$ cat src/logic/src_map.vh
// Purpose: Offsets, field positions, reset values and timing counts of the
//          serial ROM command engine.
// Assumes: 100 MHz engine clock, 32-bit AXI4-Lite register bus.
// Notes:   Definitions only; included by bare name.
`ifndef SRC_MAP_VH
`define SRC_MAP_VH

// ======================================================================
// Register byte offsets
`define SRC_CMD_OFS      8'h00
`define SRC_DATA_OFS     8'h04
`define SRC_STAL_OFS     8'h08
`define SRC_STAH_OFS     8'h0C
`define SRC_PCFG_OFS     8'h10

// ======================================================================
// Command register fields
`define SRC_CMD_BUSY     31
`define SRC_CMD_OPC_HI   30
`define SRC_CMD_OPC_LO   28
`define SRC_CMD_TO       9
`define SRC_CMD_LOADED   8
`define SRC_CMD_LOC_HI   6

// Host operation codes in the opcode field.
`define SRC_OP_READ      3'h0
`define SRC_OP_LOCK      3'h1
`define SRC_OP_UNLOCK    3'h2
`define SRC_OP_WRITE     3'h3
`define SRC_OP_FILL      3'h4
`define SRC_OP_ERASE     3'h5
`define SRC_OP_ERASEALL  3'h6
`define SRC_OP_RELOAD    3'h7

// ======================================================================
// Serial ROM opcodes and fixed address patterns of the special commands
`define SRC_ROP_READ     2'h2
`define SRC_ROP_WRITE    2'h1
`define SRC_ROP_ERASE    2'h3
`define SRC_ROP_SPECIAL  2'h0
`define SRC_RA_UNLOCK    7'h60
`define SRC_RA_LOCK      7'h00
`define SRC_RA_ERASEALL  7'h40
`define SRC_RA_FILL      7'h20
`define SRC_SIGNATURE    8'hA5
`define SRC_STA_LAST     3'h6
`define SRC_BITS_SHORT   5'h0A
`define SRC_BITS_LONG    5'h12
`define SRC_HDR_BITS     5'h0A

// ======================================================================
// Reset values, bus answers and timing
`define SRC_PCFG_RST     1'b1
`define SRC_RESP_OKAY    2'h0
`define SRC_RESP_SLVERR  2'h2
`define SRC_SCLK_HALF    6'h32       // 1 MHz serial clock from 100 MHz.
`define SRC_TIMEOUT_CYC  22'h2DC6C0  // 30 ms of 10 ns cycles.

`endif

$ cat src/logic/src_shifter.v
// Purpose: Bit engine for the serial ROM: divides the clock into the
//          serial clock and shifts one command frame out and in.
// Assumes: i_din_sync is already synchronised to i_clk.
// Notes:   Bits change while the serial clock is low; input is sampled
//          at the end of the high phase.
`timescale 1ns/100ps
`include "src_map.vh"

module src_shifter (
  // Clock and reset.
  input  wire        i_clk,
  input  wire        i_srst,
  // Frame request.
  input  wire        i_start,
  input  wire        i_read,
  input  wire [4:0]  i_nbits,
  input  wire [17:0] i_word,
  output reg         o_done,
  output wire [7:0]  o_rx_byte,
  // Pin side.
  output reg         o_sclk,
  output reg         o_dout,
  output reg         o_drive,
  input  wire        i_din_sync
);

  localparam [5:0] HALF_M1 = `SRC_SCLK_HALF - 6'h01;

  reg        busy_q;
  reg        read_q;
  reg        phase_q;
  reg [5:0]  half_q;
  reg [4:0]  bit_q;
  reg [4:0]  nbits_q;
  reg [17:0] sh_q;
  reg [7:0]  rx_q;
  wire       tick;
  wire [4:0] bit_next;

  // One-cycle enable at each serial clock half period.
  assign tick      = busy_q && (half_q == HALF_M1);
  assign bit_next  = bit_q + 5'h01;
  assign o_rx_byte = rx_q;

  // ======================================================================
  // Frame sequencer.
  // The frame is MSB first: start bit, opcode, address, then data.
  always @(posedge i_clk) begin
    o_done <= 1'b0;
    if (i_srst) begin
      busy_q  <= 1'b0;
      read_q  <= 1'b0;
      phase_q <= 1'b0;
      half_q  <= 6'h00;
      bit_q   <= 5'h00;
      nbits_q <= 5'h00;
      sh_q    <= 18'h00000;
      rx_q    <= 8'h00;
      o_sclk  <= 1'b0;
      o_dout  <= 1'b0;
      o_drive <= 1'b0;
    end else if (i_start && !busy_q) begin
      busy_q  <= 1'b1;
      read_q  <= i_read;
      phase_q <= 1'b0;
      half_q  <= 6'h00;
      bit_q   <= 5'h00;
      nbits_q <= i_nbits;
      sh_q    <= i_word;
      o_dout  <= i_word[17];
      o_drive <= 1'b1;
    end else if (busy_q) begin
      half_q <= tick ? 6'h00 : half_q + 6'h01;
      if (tick && !phase_q) begin
        o_sclk  <= 1'b1;  // ROM samples on this rising edge
        phase_q <= 1'b1;
      end else if (tick) begin
        o_sclk  <= 1'b0;
        phase_q <= 1'b0;
        rx_q    <= {rx_q[6:0], i_din_sync};
        bit_q   <= bit_next;
        if (bit_next == nbits_q) begin
          busy_q  <= 1'b0;  // exact clock count
          o_done  <= 1'b1;
          o_dout  <= 1'b0;
          o_drive <= 1'b0;
        end else begin
          sh_q    <= {sh_q[16:0], 1'b0};
          o_dout  <= sh_q[16];
          // The ROM owns the data pin during read data bits.
          o_drive <= !(read_q && (bit_next >= `SRC_HDR_BITS));
        end
      end
    end
  end

endmodule // src_shifter

$ cat src/logic/src_engine.v
// Purpose: Serial ROM command engine with AXI4-Lite registers, station
//          address auto-load and host-driven ROM operations.
// Assumes: 100 MHz i_clk, synchronous active-high reset, ROM of 128 bytes.
// Notes:   Host writes to the command register while busy only clear the timeout flag.
//
// Our own choices: the AXI4-Lite interface to the registers and the register offsets.
`timescale 1ns/100ps
`include "src_map.vh"

module src_engine #(
  parameter [21:0] TIMEOUT_CYCLES = `SRC_TIMEOUT_CYC
) (
  // Clock and reset.
  input  wire        i_clk,
  input  wire        i_srst,
  // AXI4-Lite write address and data.
  input  wire        i_awvalid,
  output wire        o_awready,
  input  wire [7:0]  i_awaddr,
  input  wire        i_wvalid,
  output wire        o_wready,
  input  wire [31:0] i_wdata,
  input  wire [3:0]  i_wstrb,
  // AXI4-Lite write response.
  output reg         o_bvalid,
  input  wire        i_bready,
  output reg  [1:0]  o_bresp,
  // AXI4-Lite read.
  input  wire        i_arvalid,
  output wire        o_arready,
  input  wire [7:0]  i_araddr,
  output reg         o_rvalid,
  input  wire        i_rready,
  output reg  [31:0] o_rdata,
  output reg  [1:0]  o_rresp,
  // Serial ROM pins.
  output reg         o_rom_select,
  output wire        o_rom_clock_pin_out,
  output wire        o_rom_clock_pin_oe,
  output wire        o_rom_data_pin_out,
  output wire        o_rom_data_pin_oe,
  input  wire        i_rom_data_pin_in,
  // Station address and pin release to the rest of the chip.
  output wire [47:0] o_station_addr,
  output wire        o_pins_released
);

  // ======================================================================
  // States and constants
  localparam [2:0] S_IDLE  = 3'h0;
  localparam [2:0] S_LOAD  = 3'h1;
  localparam [2:0] S_SHIFT = 3'h2;
  localparam [2:0] S_GAP   = 3'h3;
  localparam [2:0] S_POLL  = 3'h4;
  localparam [5:0] GAP_M1  = `SRC_SCLK_HALF - 6'h01;
  localparam [21:0] TO_M1  = TIMEOUT_CYCLES - 22'h000001;

  // ======================================================================
  // Declarations
  reg  [2:0]  state_q;
  reg         busy_q;
  reg  [2:0]  opc_q;
  reg  [6:0]  loc_q;
  reg         timeout_q;
  reg         loaded_q;
  reg  [7:0]  data_q;
  reg  [47:0] sta_q;
  reg         en_q;
  reg         load_q;
  reg  [2:0]  idx_q;
  reg         poll_q;
  reg         rd_op_q;
  reg  [21:0] to_cnt_q;
  reg  [5:0]  gap_q;
  reg         start_q;
  reg         sh_read_q;
  reg  [4:0]  sh_nbits_q;
  reg  [17:0] sh_word_q;
  reg         din_meta_q;
  reg         din_sync_q;
  reg         aw_hold_q;
  reg  [7:0]  awaddr_q;
  reg         w_hold_q;
  reg  [31:0] wdata_q;
  reg  [3:0]  wstrb_q;
  wire        sh_done;
  wire [7:0]  sh_rx;
  wire        sh_sclk;
  wire        sh_dout;
  wire        sh_drive;
  wire        wr_fire;
  wire        rd_fire;
  wire [31:0] cmd_view;
  wire [31:0] wr_merged;
  wire        to_hit;
  wire [2:0]  sta_slot;

  // ======================================================================
  // Functions
  // Builds one ROM frame, left aligned so short frames use the top bits.
  function [17:0] rom_word;
    input [1:0] op;
    input [6:0] addr;
    input [7:0] dat;
    begin
      rom_word = {1'b1, op, addr, dat};
    end
  endfunction

  // Merges a bus write into a register image under the byte strobes.
  function [31:0] merge;
    input [31:0] old;
    input [31:0] nw;
    input [3:0]  strb;
    integer k;
    begin
      merge = old;
      for (k = 0; k < 4; k = k + 1) begin
        if (strb[k]) begin
          merge[k*8 +: 8] = nw[k*8 +: 8];
        end
      end
    end
  endfunction

  // Register image as software sees it, for reads and merges.
  function [31:0] reg_view;
    input [7:0] addr;
    begin
      if (addr == `SRC_CMD_OFS) begin
        reg_view = cmd_view;
      end else if (addr == `SRC_DATA_OFS) begin
        reg_view = {24'h000000, data_q};
      end else if (addr == `SRC_STAL_OFS) begin
        reg_view = sta_q[31:0];
      end else if (addr == `SRC_STAH_OFS) begin
        reg_view = {16'h0000, sta_q[47:32]};
      end else if (addr == `SRC_PCFG_OFS) begin
        reg_view = {31'h00000000, en_q};
      end else begin
        reg_view = 32'h00000000;
      end
    end
  endfunction

  // True for any mapped word address.
  function mapped;
    input [7:0] addr;
    begin
      mapped = (addr == `SRC_CMD_OFS) || (addr == `SRC_DATA_OFS) ||
               (addr == `SRC_STAL_OFS) || (addr == `SRC_STAH_OFS) ||
               (addr == `SRC_PCFG_OFS);
    end
  endfunction

  // ======================================================================
  // Combinational views
  assign cmd_view = {busy_q, opc_q, 18'h00000, timeout_q, loaded_q,
                     1'b0, loc_q};
  assign wr_fire   = aw_hold_q && w_hold_q && !o_bvalid;
  assign rd_fire   = i_arvalid && !o_rvalid;
  assign o_awready = !aw_hold_q && !o_bvalid;
  assign o_wready  = !w_hold_q && !o_bvalid;
  assign o_arready = !o_rvalid;
  assign wr_merged = merge(reg_view(awaddr_q), wdata_q, wstrb_q);
  assign to_hit    = (to_cnt_q == TO_M1);
  assign sta_slot  = idx_q - 3'h1;
  assign o_station_addr      = sta_q;
  assign o_pins_released     = !en_q;
  // Disabled interface lets go of both pins for other uses.
  assign o_rom_clock_pin_out = sh_sclk;
  assign o_rom_clock_pin_oe  = en_q;
  assign o_rom_data_pin_out  = sh_dout;
  assign o_rom_data_pin_oe   = en_q && sh_drive;

  // ======================================================================
  // Data pin synchroniser; only the second stage feeds logic.
  always @(posedge i_clk) begin
    if (i_srst) begin
      din_meta_q <= 1'b0;
      din_sync_q <= 1'b0;
    end else begin
      din_meta_q <= i_rom_data_pin_in;
      din_sync_q <= din_meta_q;
    end
  end

  // ======================================================================
  // AXI4-Lite channel capture and answers.
  // Address and data are held separately so they may arrive in any order.
  always @(posedge i_clk) begin
    if (i_srst) begin
      aw_hold_q <= 1'b0;
      awaddr_q  <= 8'h00;
      w_hold_q  <= 1'b0;
      wdata_q   <= 32'h00000000;
      wstrb_q   <= 4'h0;
      o_bvalid  <= 1'b0;
      o_bresp   <= `SRC_RESP_OKAY;
      o_rvalid  <= 1'b0;
      o_rdata   <= 32'h00000000;
      o_rresp   <= `SRC_RESP_OKAY;
    end else begin
      if (i_awvalid && o_awready) begin
        aw_hold_q <= 1'b1;
        awaddr_q  <= {i_awaddr[7:2], 2'b00};
      end
      if (i_wvalid && o_wready) begin
        w_hold_q <= 1'b1;
        wdata_q  <= i_wdata;
        wstrb_q  <= i_wstrb;
      end
      if (wr_fire) begin
        aw_hold_q <= 1'b0;
        w_hold_q  <= 1'b0;
        o_bvalid  <= 1'b1;
        o_bresp   <= mapped(awaddr_q) ? `SRC_RESP_OKAY : `SRC_RESP_SLVERR;
      end else if (o_bvalid && i_bready) begin
        o_bvalid <= 1'b0;
      end
      if (rd_fire) begin
        o_rvalid <= 1'b1;
        o_rdata  <= reg_view({i_araddr[7:2], 2'b00});
        o_rresp  <= mapped({i_araddr[7:2], 2'b00}) ? `SRC_RESP_OKAY :
                    `SRC_RESP_SLVERR;
      end else if (o_rvalid && i_rready) begin
        o_rvalid <= 1'b0;
      end
    end
  end

  // ======================================================================
  // Command engine and register state.
  // Reset enters the auto-load sequence with busy shown to the host.
  always @(posedge i_clk) begin
    start_q <= 1'b0;
    if (i_srst) begin
      state_q    <= S_LOAD;
      busy_q     <= 1'b1;
      load_q     <= 1'b1;
      idx_q      <= 3'h0;
      opc_q      <= `SRC_OP_READ;
      loc_q      <= 7'h00;
      timeout_q  <= 1'b0;
      loaded_q   <= 1'b0;
      data_q     <= 8'h00;
      sta_q      <= 48'h000000000000;
      en_q       <= `SRC_PCFG_RST;
      poll_q     <= 1'b0;
      rd_op_q    <= 1'b0;
      to_cnt_q   <= 22'h000000;
      gap_q      <= 6'h00;
      sh_read_q  <= 1'b0;
      sh_nbits_q <= 5'h00;
      sh_word_q  <= 18'h00000;
      o_rom_select <= 1'b0;
    end else begin
      // Software writes; a timeout set below overrides a clear here.
      if (wr_fire) begin
        if (awaddr_q == `SRC_CMD_OFS) begin
          if (wr_merged[`SRC_CMD_TO]) begin
            timeout_q <= 1'b0;
          end
          if (!busy_q) begin
            opc_q <= wr_merged[`SRC_CMD_OPC_HI:`SRC_CMD_OPC_LO];
            loc_q <= wr_merged[`SRC_CMD_LOC_HI:0];
          end
        end else if (awaddr_q == `SRC_DATA_OFS) begin
          if (!busy_q) begin
            data_q <= wr_merged[7:0];
          end
        end else if (awaddr_q == `SRC_STAL_OFS) begin
          sta_q[31:0] <= wr_merged;
        end else if (awaddr_q == `SRC_STAH_OFS) begin
          sta_q[47:32] <= wr_merged[15:0];
        end else if (awaddr_q == `SRC_PCFG_OFS) begin
          en_q <= wr_merged[0];
        end
      end
      // Timeout counter spans issue, frame, gap and ready poll.
      if (state_q == S_SHIFT || state_q == S_GAP || state_q == S_POLL) begin
        to_cnt_q <= to_hit ? to_cnt_q : to_cnt_q + 22'h000001;
      end
      case (state_q)
        S_IDLE: begin
          if (wr_fire && awaddr_q == `SRC_CMD_OFS &&
              wr_merged[`SRC_CMD_BUSY]) begin
            busy_q   <= 1'b1;
            to_cnt_q <= 22'h000000;
            start_q  <= 1'b1;
            state_q  <= S_SHIFT;
            poll_q   <= 1'b0;
            rd_op_q  <= 1'b0;
            sh_read_q  <= 1'b0;
            sh_nbits_q <= `SRC_BITS_SHORT;
            o_rom_select <= 1'b1;
            case (wr_merged[`SRC_CMD_OPC_HI:`SRC_CMD_OPC_LO])
              `SRC_OP_READ: begin
                rd_op_q    <= 1'b1;
                sh_read_q  <= 1'b1;
                sh_nbits_q <= `SRC_BITS_LONG;
                sh_word_q  <= rom_word(`SRC_ROP_READ,
                                       wr_merged[`SRC_CMD_LOC_HI:0], 8'h00);
              end
              `SRC_OP_LOCK: begin
                sh_word_q <= rom_word(`SRC_ROP_SPECIAL, `SRC_RA_LOCK,
                                      8'h00);
              end
              `SRC_OP_UNLOCK: begin
                sh_word_q <= rom_word(`SRC_ROP_SPECIAL, `SRC_RA_UNLOCK,
                                      8'h00);
              end
              `SRC_OP_WRITE: begin
                poll_q     <= 1'b1;
                sh_nbits_q <= `SRC_BITS_LONG;
                sh_word_q  <= rom_word(`SRC_ROP_WRITE,
                                       wr_merged[`SRC_CMD_LOC_HI:0], data_q);
              end
              `SRC_OP_FILL: begin
                poll_q     <= 1'b1;
                sh_nbits_q <= `SRC_BITS_LONG;
                sh_word_q  <= rom_word(`SRC_ROP_SPECIAL, `SRC_RA_FILL,
                                       data_q);
              end
              `SRC_OP_ERASE: begin
                poll_q    <= 1'b1;
                sh_word_q <= rom_word(`SRC_ROP_ERASE,
                                      wr_merged[`SRC_CMD_LOC_HI:0], 8'h00);
              end
              `SRC_OP_ERASEALL: begin
                poll_q    <= 1'b1;
                sh_word_q <= rom_word(`SRC_ROP_SPECIAL, `SRC_RA_ERASEALL,
                                      8'h00);
              end
              default: begin
                // Reload: restart the auto-load walk from location zero.
                start_q      <= 1'b0;
                o_rom_select <= 1'b0;
                load_q   <= 1'b1;
                idx_q    <= 3'h0;
                loaded_q <= 1'b0;
                state_q  <= S_LOAD;
              end
            endcase
          end
        end
        S_LOAD: begin
          // Read of the next location in the station address walk.
          to_cnt_q   <= 22'h000000;
          start_q    <= 1'b1;
          sh_read_q  <= 1'b1;
          sh_nbits_q <= `SRC_BITS_LONG;
          sh_word_q  <= rom_word(`SRC_ROP_READ, {4'h0, idx_q}, 8'h00);
          o_rom_select <= 1'b1;
          state_q    <= S_SHIFT;
        end
        S_SHIFT: begin
          if (sh_done) begin
            o_rom_select <= 1'b0;
            gap_q <= 6'h00;
            if (load_q) begin
              if (idx_q == 3'h0 && sh_rx != `SRC_SIGNATURE) begin
                load_q  <= 1'b0;
                busy_q  <= 1'b0;
                state_q <= S_IDLE;
              end else begin
                if (idx_q != 3'h0) begin
                  sta_q[sta_slot*8 +: 8] <= sh_rx;
                end
                if (idx_q == `SRC_STA_LAST) begin
                  loaded_q <= 1'b1;
                  load_q   <= 1'b0;
                  busy_q   <= 1'b0;
                  state_q  <= S_IDLE;
                end else begin
                  idx_q   <= idx_q + 3'h1;
                  state_q <= S_LOAD;
                end
              end
            end else if (poll_q) begin
              state_q <= S_GAP;
            end else begin
              if (rd_op_q) begin
                data_q <= sh_rx;
              end
              busy_q  <= 1'b0;
              state_q <= S_IDLE;
            end
          end
        end
        S_GAP: begin
          // Select stays low for a half period so the ROM shows status.
          gap_q <= gap_q + 6'h01;
          if (gap_q == GAP_M1) begin
            o_rom_select <= 1'b1;
            state_q <= S_POLL;
          end
        end
        S_POLL: begin
          // ROM drives the data pin high once programming is over.
          if (din_sync_q || to_hit) begin
            if (!din_sync_q) begin
              timeout_q <= 1'b1;
            end
            o_rom_select <= 1'b0;
            busy_q  <= 1'b0;
            state_q <= S_IDLE;
          end
        end
        default: begin
          busy_q  <= 1'b0;
          state_q <= S_IDLE;
        end
      endcase
    end
  end

  // ======================================================================
  // Serial bit engine.
  src_shifter u_shifter (
    .i_clk      (i_clk),
    .i_srst     (i_srst),
    .i_start    (start_q),
    .i_read     (sh_read_q),
    .i_nbits    (sh_nbits_q),
    .i_word     (sh_word_q),
    .o_done     (sh_done),
    .o_rx_byte  (sh_rx),
    .o_sclk     (sh_sclk),
    .o_dout     (sh_dout),
    .o_drive    (sh_drive),
    .i_din_sync (din_sync_q)
  );

endmodule // src_engine

$ cat config.mk
export PLATFORM = sky130hd
export DESIGN_NAME = src_engine
export DESIGN_NICKNAME = d
export VERILOG_FILES = /design/src/logic/src_shifter.v /design/src/logic/src_engine.v
export VERILOG_INCLUDE_DIRS = /design/src /design/src/logic
export SDC_FILE = /design/constraint.sdc
export NUM_CORES = 1
export LEC_CHECK = 0
export BUFFER_PORTS_ARGS = -buffer_cell sky130_fd_sc_hd__buf_4
export CELL_PAD_IN_SITES_DETAIL_PLACEMENT = 1
export CELL_PAD_IN_SITES_GLOBAL_PLACEMENT = 1
export CORE_MARGIN = 2
export CORE_UTILIZATION = 47
export CTS_CLUSTER_DIAMETER = 40
export DETAILED_ROUTE_END_ITERATION = 16
export GPL_TIMING_DRIVEN = 0
export PLACE_DENSITY_LB_ADDON = 0.2
export SLEW_MARGIN = 20
export SYNTH_ARGS = -nofsm -noshare
export SYNTH_HDL_FRONTEND = slang
export SYNTH_SLANG_ARGS = --single-unit
$ cat constraint.sdc
create_clock -name i_clk -period 7.1 [get_ports i_clk]
set_input_delay 0.71 -clock i_clk [delete_from_list [all_inputs] [get_ports i_clk]]
set_output_delay 0.71 -clock i_clk [all_outputs]
set_load 0.005 [all_outputs]
==> flow_metrics.env <==
export IMPL_status="completed"
export IMPL_finalMaxSlewViolations=0
export IMPL_p_per_area_nw_per_um2=285.5
export IMPL_placeableCoreArea_um2=25110
export IMPL_drive_above_1_share_pct=16.98
export IMPL_hold_class="input pin to register"
export IMPL_netlist_area_um2=11970
export IMPL_synth_edf_count=0
export IMPL_min_path_cells=2
export IMPL_htreeDepth=2
export IMPL_dp_cells=1904
export IMPL_drt_iter0_drc=1010
export IMPL_grt_pass1_wl_mm=68.78
export IMPL_p_leak_nw=5.627
export IMPL_dp_slack_ns=3.650
export IMPL_synth_distinct_cells=72
export IMPL_ys_flop_type="dfxtp_1"
export IMPL_fin_nets=1689
export IMPL_track_usage_pct=32.87
export IMPL_cp_end_kind="register"
export IMPL_synth_seq_cells=259
export IMPL_drtAntennaViolNets=0
export IMPL_n_fill_cell=3025
export IMPL_cts_root_buf="clkbuf_16"
export IMPL_final_hold_viol_count=0
export IMPL_hpwlAfterDp_mm=31.14
export IMPL_cp_data_required_time_ns=7.47
export IMPL_clockBufferDepth=3
export IMPL_antenna_cells=0
export IMPL_routed_wl_mm=44.40
export IMPL_critical_path_class="register to register"
export IMPL_timing_slew_headroom_pct=31.85
export IMPL_die_x_um=163.6
export IMPL_fp_row_count=58
export IMPL_max_freq_mhz=293.9
export IMPL_antenna_found_initial=1
export IMPL_critPathLaunchType="register"
export IMPL_cts_tree="yes"
export IMPL_via_per_inst=6.153
export IMPL_yosysWarnings=0
export IMPL_max_vdd_ir_drop_uv=204.0
export IMPL_yosysSeqAreaShare_pct=43.33
export IMPL_dpl_cell_area_um2=13500
export IMPL_worstSkewPairLatency_ns=0.53
export IMPL_area_delta_synth_final_pct=24.13
export IMPL_reg2reg_depth=8
export IMPL_fin_crit_sh_pct=47.92
export IMPL_wl_per_cell_um=22.51
export IMPL_grt_max_degree=12
export IMPL_fin_crit_ns=3.402
export IMPL_grt_overflow=0
export IMPL_numCtsBuffers=39
export IMPL_grt_pass1_vias=12470
export IMPL_drv_cap=0
export IMPL_critPathMaxFanout=10
export IMPL_post_cts_resized=0
export IMPL_final_area_um2=14850
export IMPL_vias=12140
export IMPL_syn_inst=1426
export IMPL_start_util_pct=47.66
export IMPL_clk_pin_slew_ns=0.06
export IMPL_io_pins=155
export IMPL_final_cells=1973
export IMPL_gp_congestion=0.8986
export IMPL_die_y_um=163.6
export IMPL_postLayoutSetupSlackWorst_ns=3.698
export IMPL_cts_hold_buf=0
export IMPL_synth_area_per_cell_um2=8.392
export IMPL_fin_util_pct=59.16
export IMPL_die_area_um2=26750
export IMPL_cts_sinks=259
export IMPL_rsz0062_at_grt="no"
export IMPL_drcViolationCount=0
export IMPL_finalSetupTns_ns=0
export IMPL_first_pass_iters=5
export IMPL_finalSetupViolCount=0
export IMPL_clock_skew_ns=0.01342
export IMPL_tightest_slew_ns=1.022
export IMPL_post_cts_buffers=0
export IMPL_port_buffers=146
export IMPL_synthArstFlopShare_pct=0
export IMPL_cp_arrival_ns=3.77
kinds of logic (layout without fill, tap and decap cells):
logic type	count (synthesis)	after routing	share of synthesized area, %
XOR/XNOR	38	38	2.896
other	1	2	0.03134
flip-flops	259	259	43.33
AO/OA/AOI/OAI	317	317	17.78
buffers and inverters	125	341	4.099
multiplexers	74	74	7.298
AND/OR/NAND/NOR	598	598	23.11
adder cells (fa/ha/maj)	14	14	1.464
metrics by stage:
step                      power (mW)  hold slack, ns
final                          4.240          0.3649
after global routing           4.379          0.3669
after CTS                      4.235          0.3594
after detailed placement       2.229          0.4500
after global placement         2.203          0.4295
after floorplan                2.015          0.4138
placed cells by master (no fill, tap or decap), drive strengths merged, types with 23 or more instances in the layout:
master,count
dfxtp,259
nor3,50
nand2,163
inv,23
clkbuf,143
o21ai,23
nor2,232
a31oi,28
a21oi,100
mux2,36
mux2i,31
nand3,36
a22oi,36
a211oi,45
buf,160
final cells by class:
type,instances,area [um2],area share (%)
inverters,18,67.56,0.4549
plain buffers,107,422.9,2.847
repair buffers,147,1101,7.412
multi-input cells,1043,6314,42.50
flip-flops and latches,259,5185,34.91
clock buffers,49,1086,7.311
well taps,330,412.9,2.780
clock inverters,20,265.3,1.786
critical path, cell delays in order, from the launching register on:
cell	delay [ns]
dfxtp_1	0.36
nor4_4	0.62
clkbuf_1	0.49
nand3_1	0.18
nor3_1	0.81
clkbuf_1	0.42
nand2_1	0.11
o211ai_1	0.13
a21oi_1	0.10
synthesized netlist by cell type, types with 7 or more instances:
cell       count  area [um2]
a221oi_1       7       61.31
nor2_1       231       867.1
a211oi_1      44       330.3
o21ai_0       23       115.1
a22oi_1       36       270.3
dfxtp_1      259        5185
mux2_2        36       405.4
nand3_1       36       180.2
clkbuf_1      94       352.8
mux2i_1       31       310.3
o21a_1         9       67.56
mux4_2         7       157.7
and3_1        13       81.33
a22o_1        16       140.1
nand2b_1      13       81.33
nor3_1        49       245.2
nor4_1         9       56.30
nand4_1       18       112.6
nand2_1      163       611.8
ha_1          14       175.2
inv_1         18       67.56
xor2_1        17       148.9
o211ai_1      11       82.58
a21oi_1      100       500.5
a32oi_1        8       70.07
xnor2_1       20       175.2
and2_1         9       56.30
a31oi_1       28       175.2
a2111oi_0     18       157.7
nor2b_1       12       75.07
metal layers:
| layer | track usage, % | up-vias | wire length [um] |
|---|---|---|---|
| met5 | 1.326 | - | 16 |
| li1 | - | 5470 | - |
| met4 | 15.47 | 4 | 2089 |
| met1 | 41.26 | 6026 | 18560 |
| met3 | 6.882 | 154 | 3111 |
| met2 | 53.91 | 485 | 20630 |
sequential cells by signal, summed over array words and instances (netlist names), 3 cells and up:
| register | cells |
|---|---|
| o_station_addr | 48 |
| o_rdata | 32 |
| wdata_q | 32 |
| to_cnt_q | 22 |
| sh_word_q | 18 |
| u_shifter.sh_q | 17 |
| data_q | 8 |
| u_shifter.o_rx_byte | 8 |
| loc_q | 7 |
| awaddr_q | 6 |
| gap_q | 6 |
| u_shifter.half_q | 6 |
| u_shifter.bit_q | 5 |
| wstrb_q | 4 |
| idx_q | 3 |
| opc_q | 3 |
| sh_nbits_q | 3 |
| state_q | 3 |
| u_shifter.nbits_q | 3 |
path summary, 6_finish.rpt:
check	start	end	slack [ns]
worst max register to register	awaddr_q[4]$_SDFFE_PP0P_	data_q[4]$_SDFF_PP0_	3.70
worst max-delay path	awaddr_q[4]$_SDFFE_PP0P_	data_q[4]$_SDFF_PP0_	3.70
worst min register to register	wdata_q[25]$_SDFFE_PP0P_	wdata_q[25]$_SDFFE_PP0P_	0.46
worst min-delay path	i_rready	o_rvalid$_SDFFE_PP0P_	0.36
where the power goes:
group / switching [mW] / total [mW] / internal [mW]
combinational: 0.390 / 0.600 / 0.210
sequential: 0.0727 / 1.62 / 1.55
clock: 0.744 / 2.02 / 1.28
No activity file was read; power rests on OpenSTA's default activity.
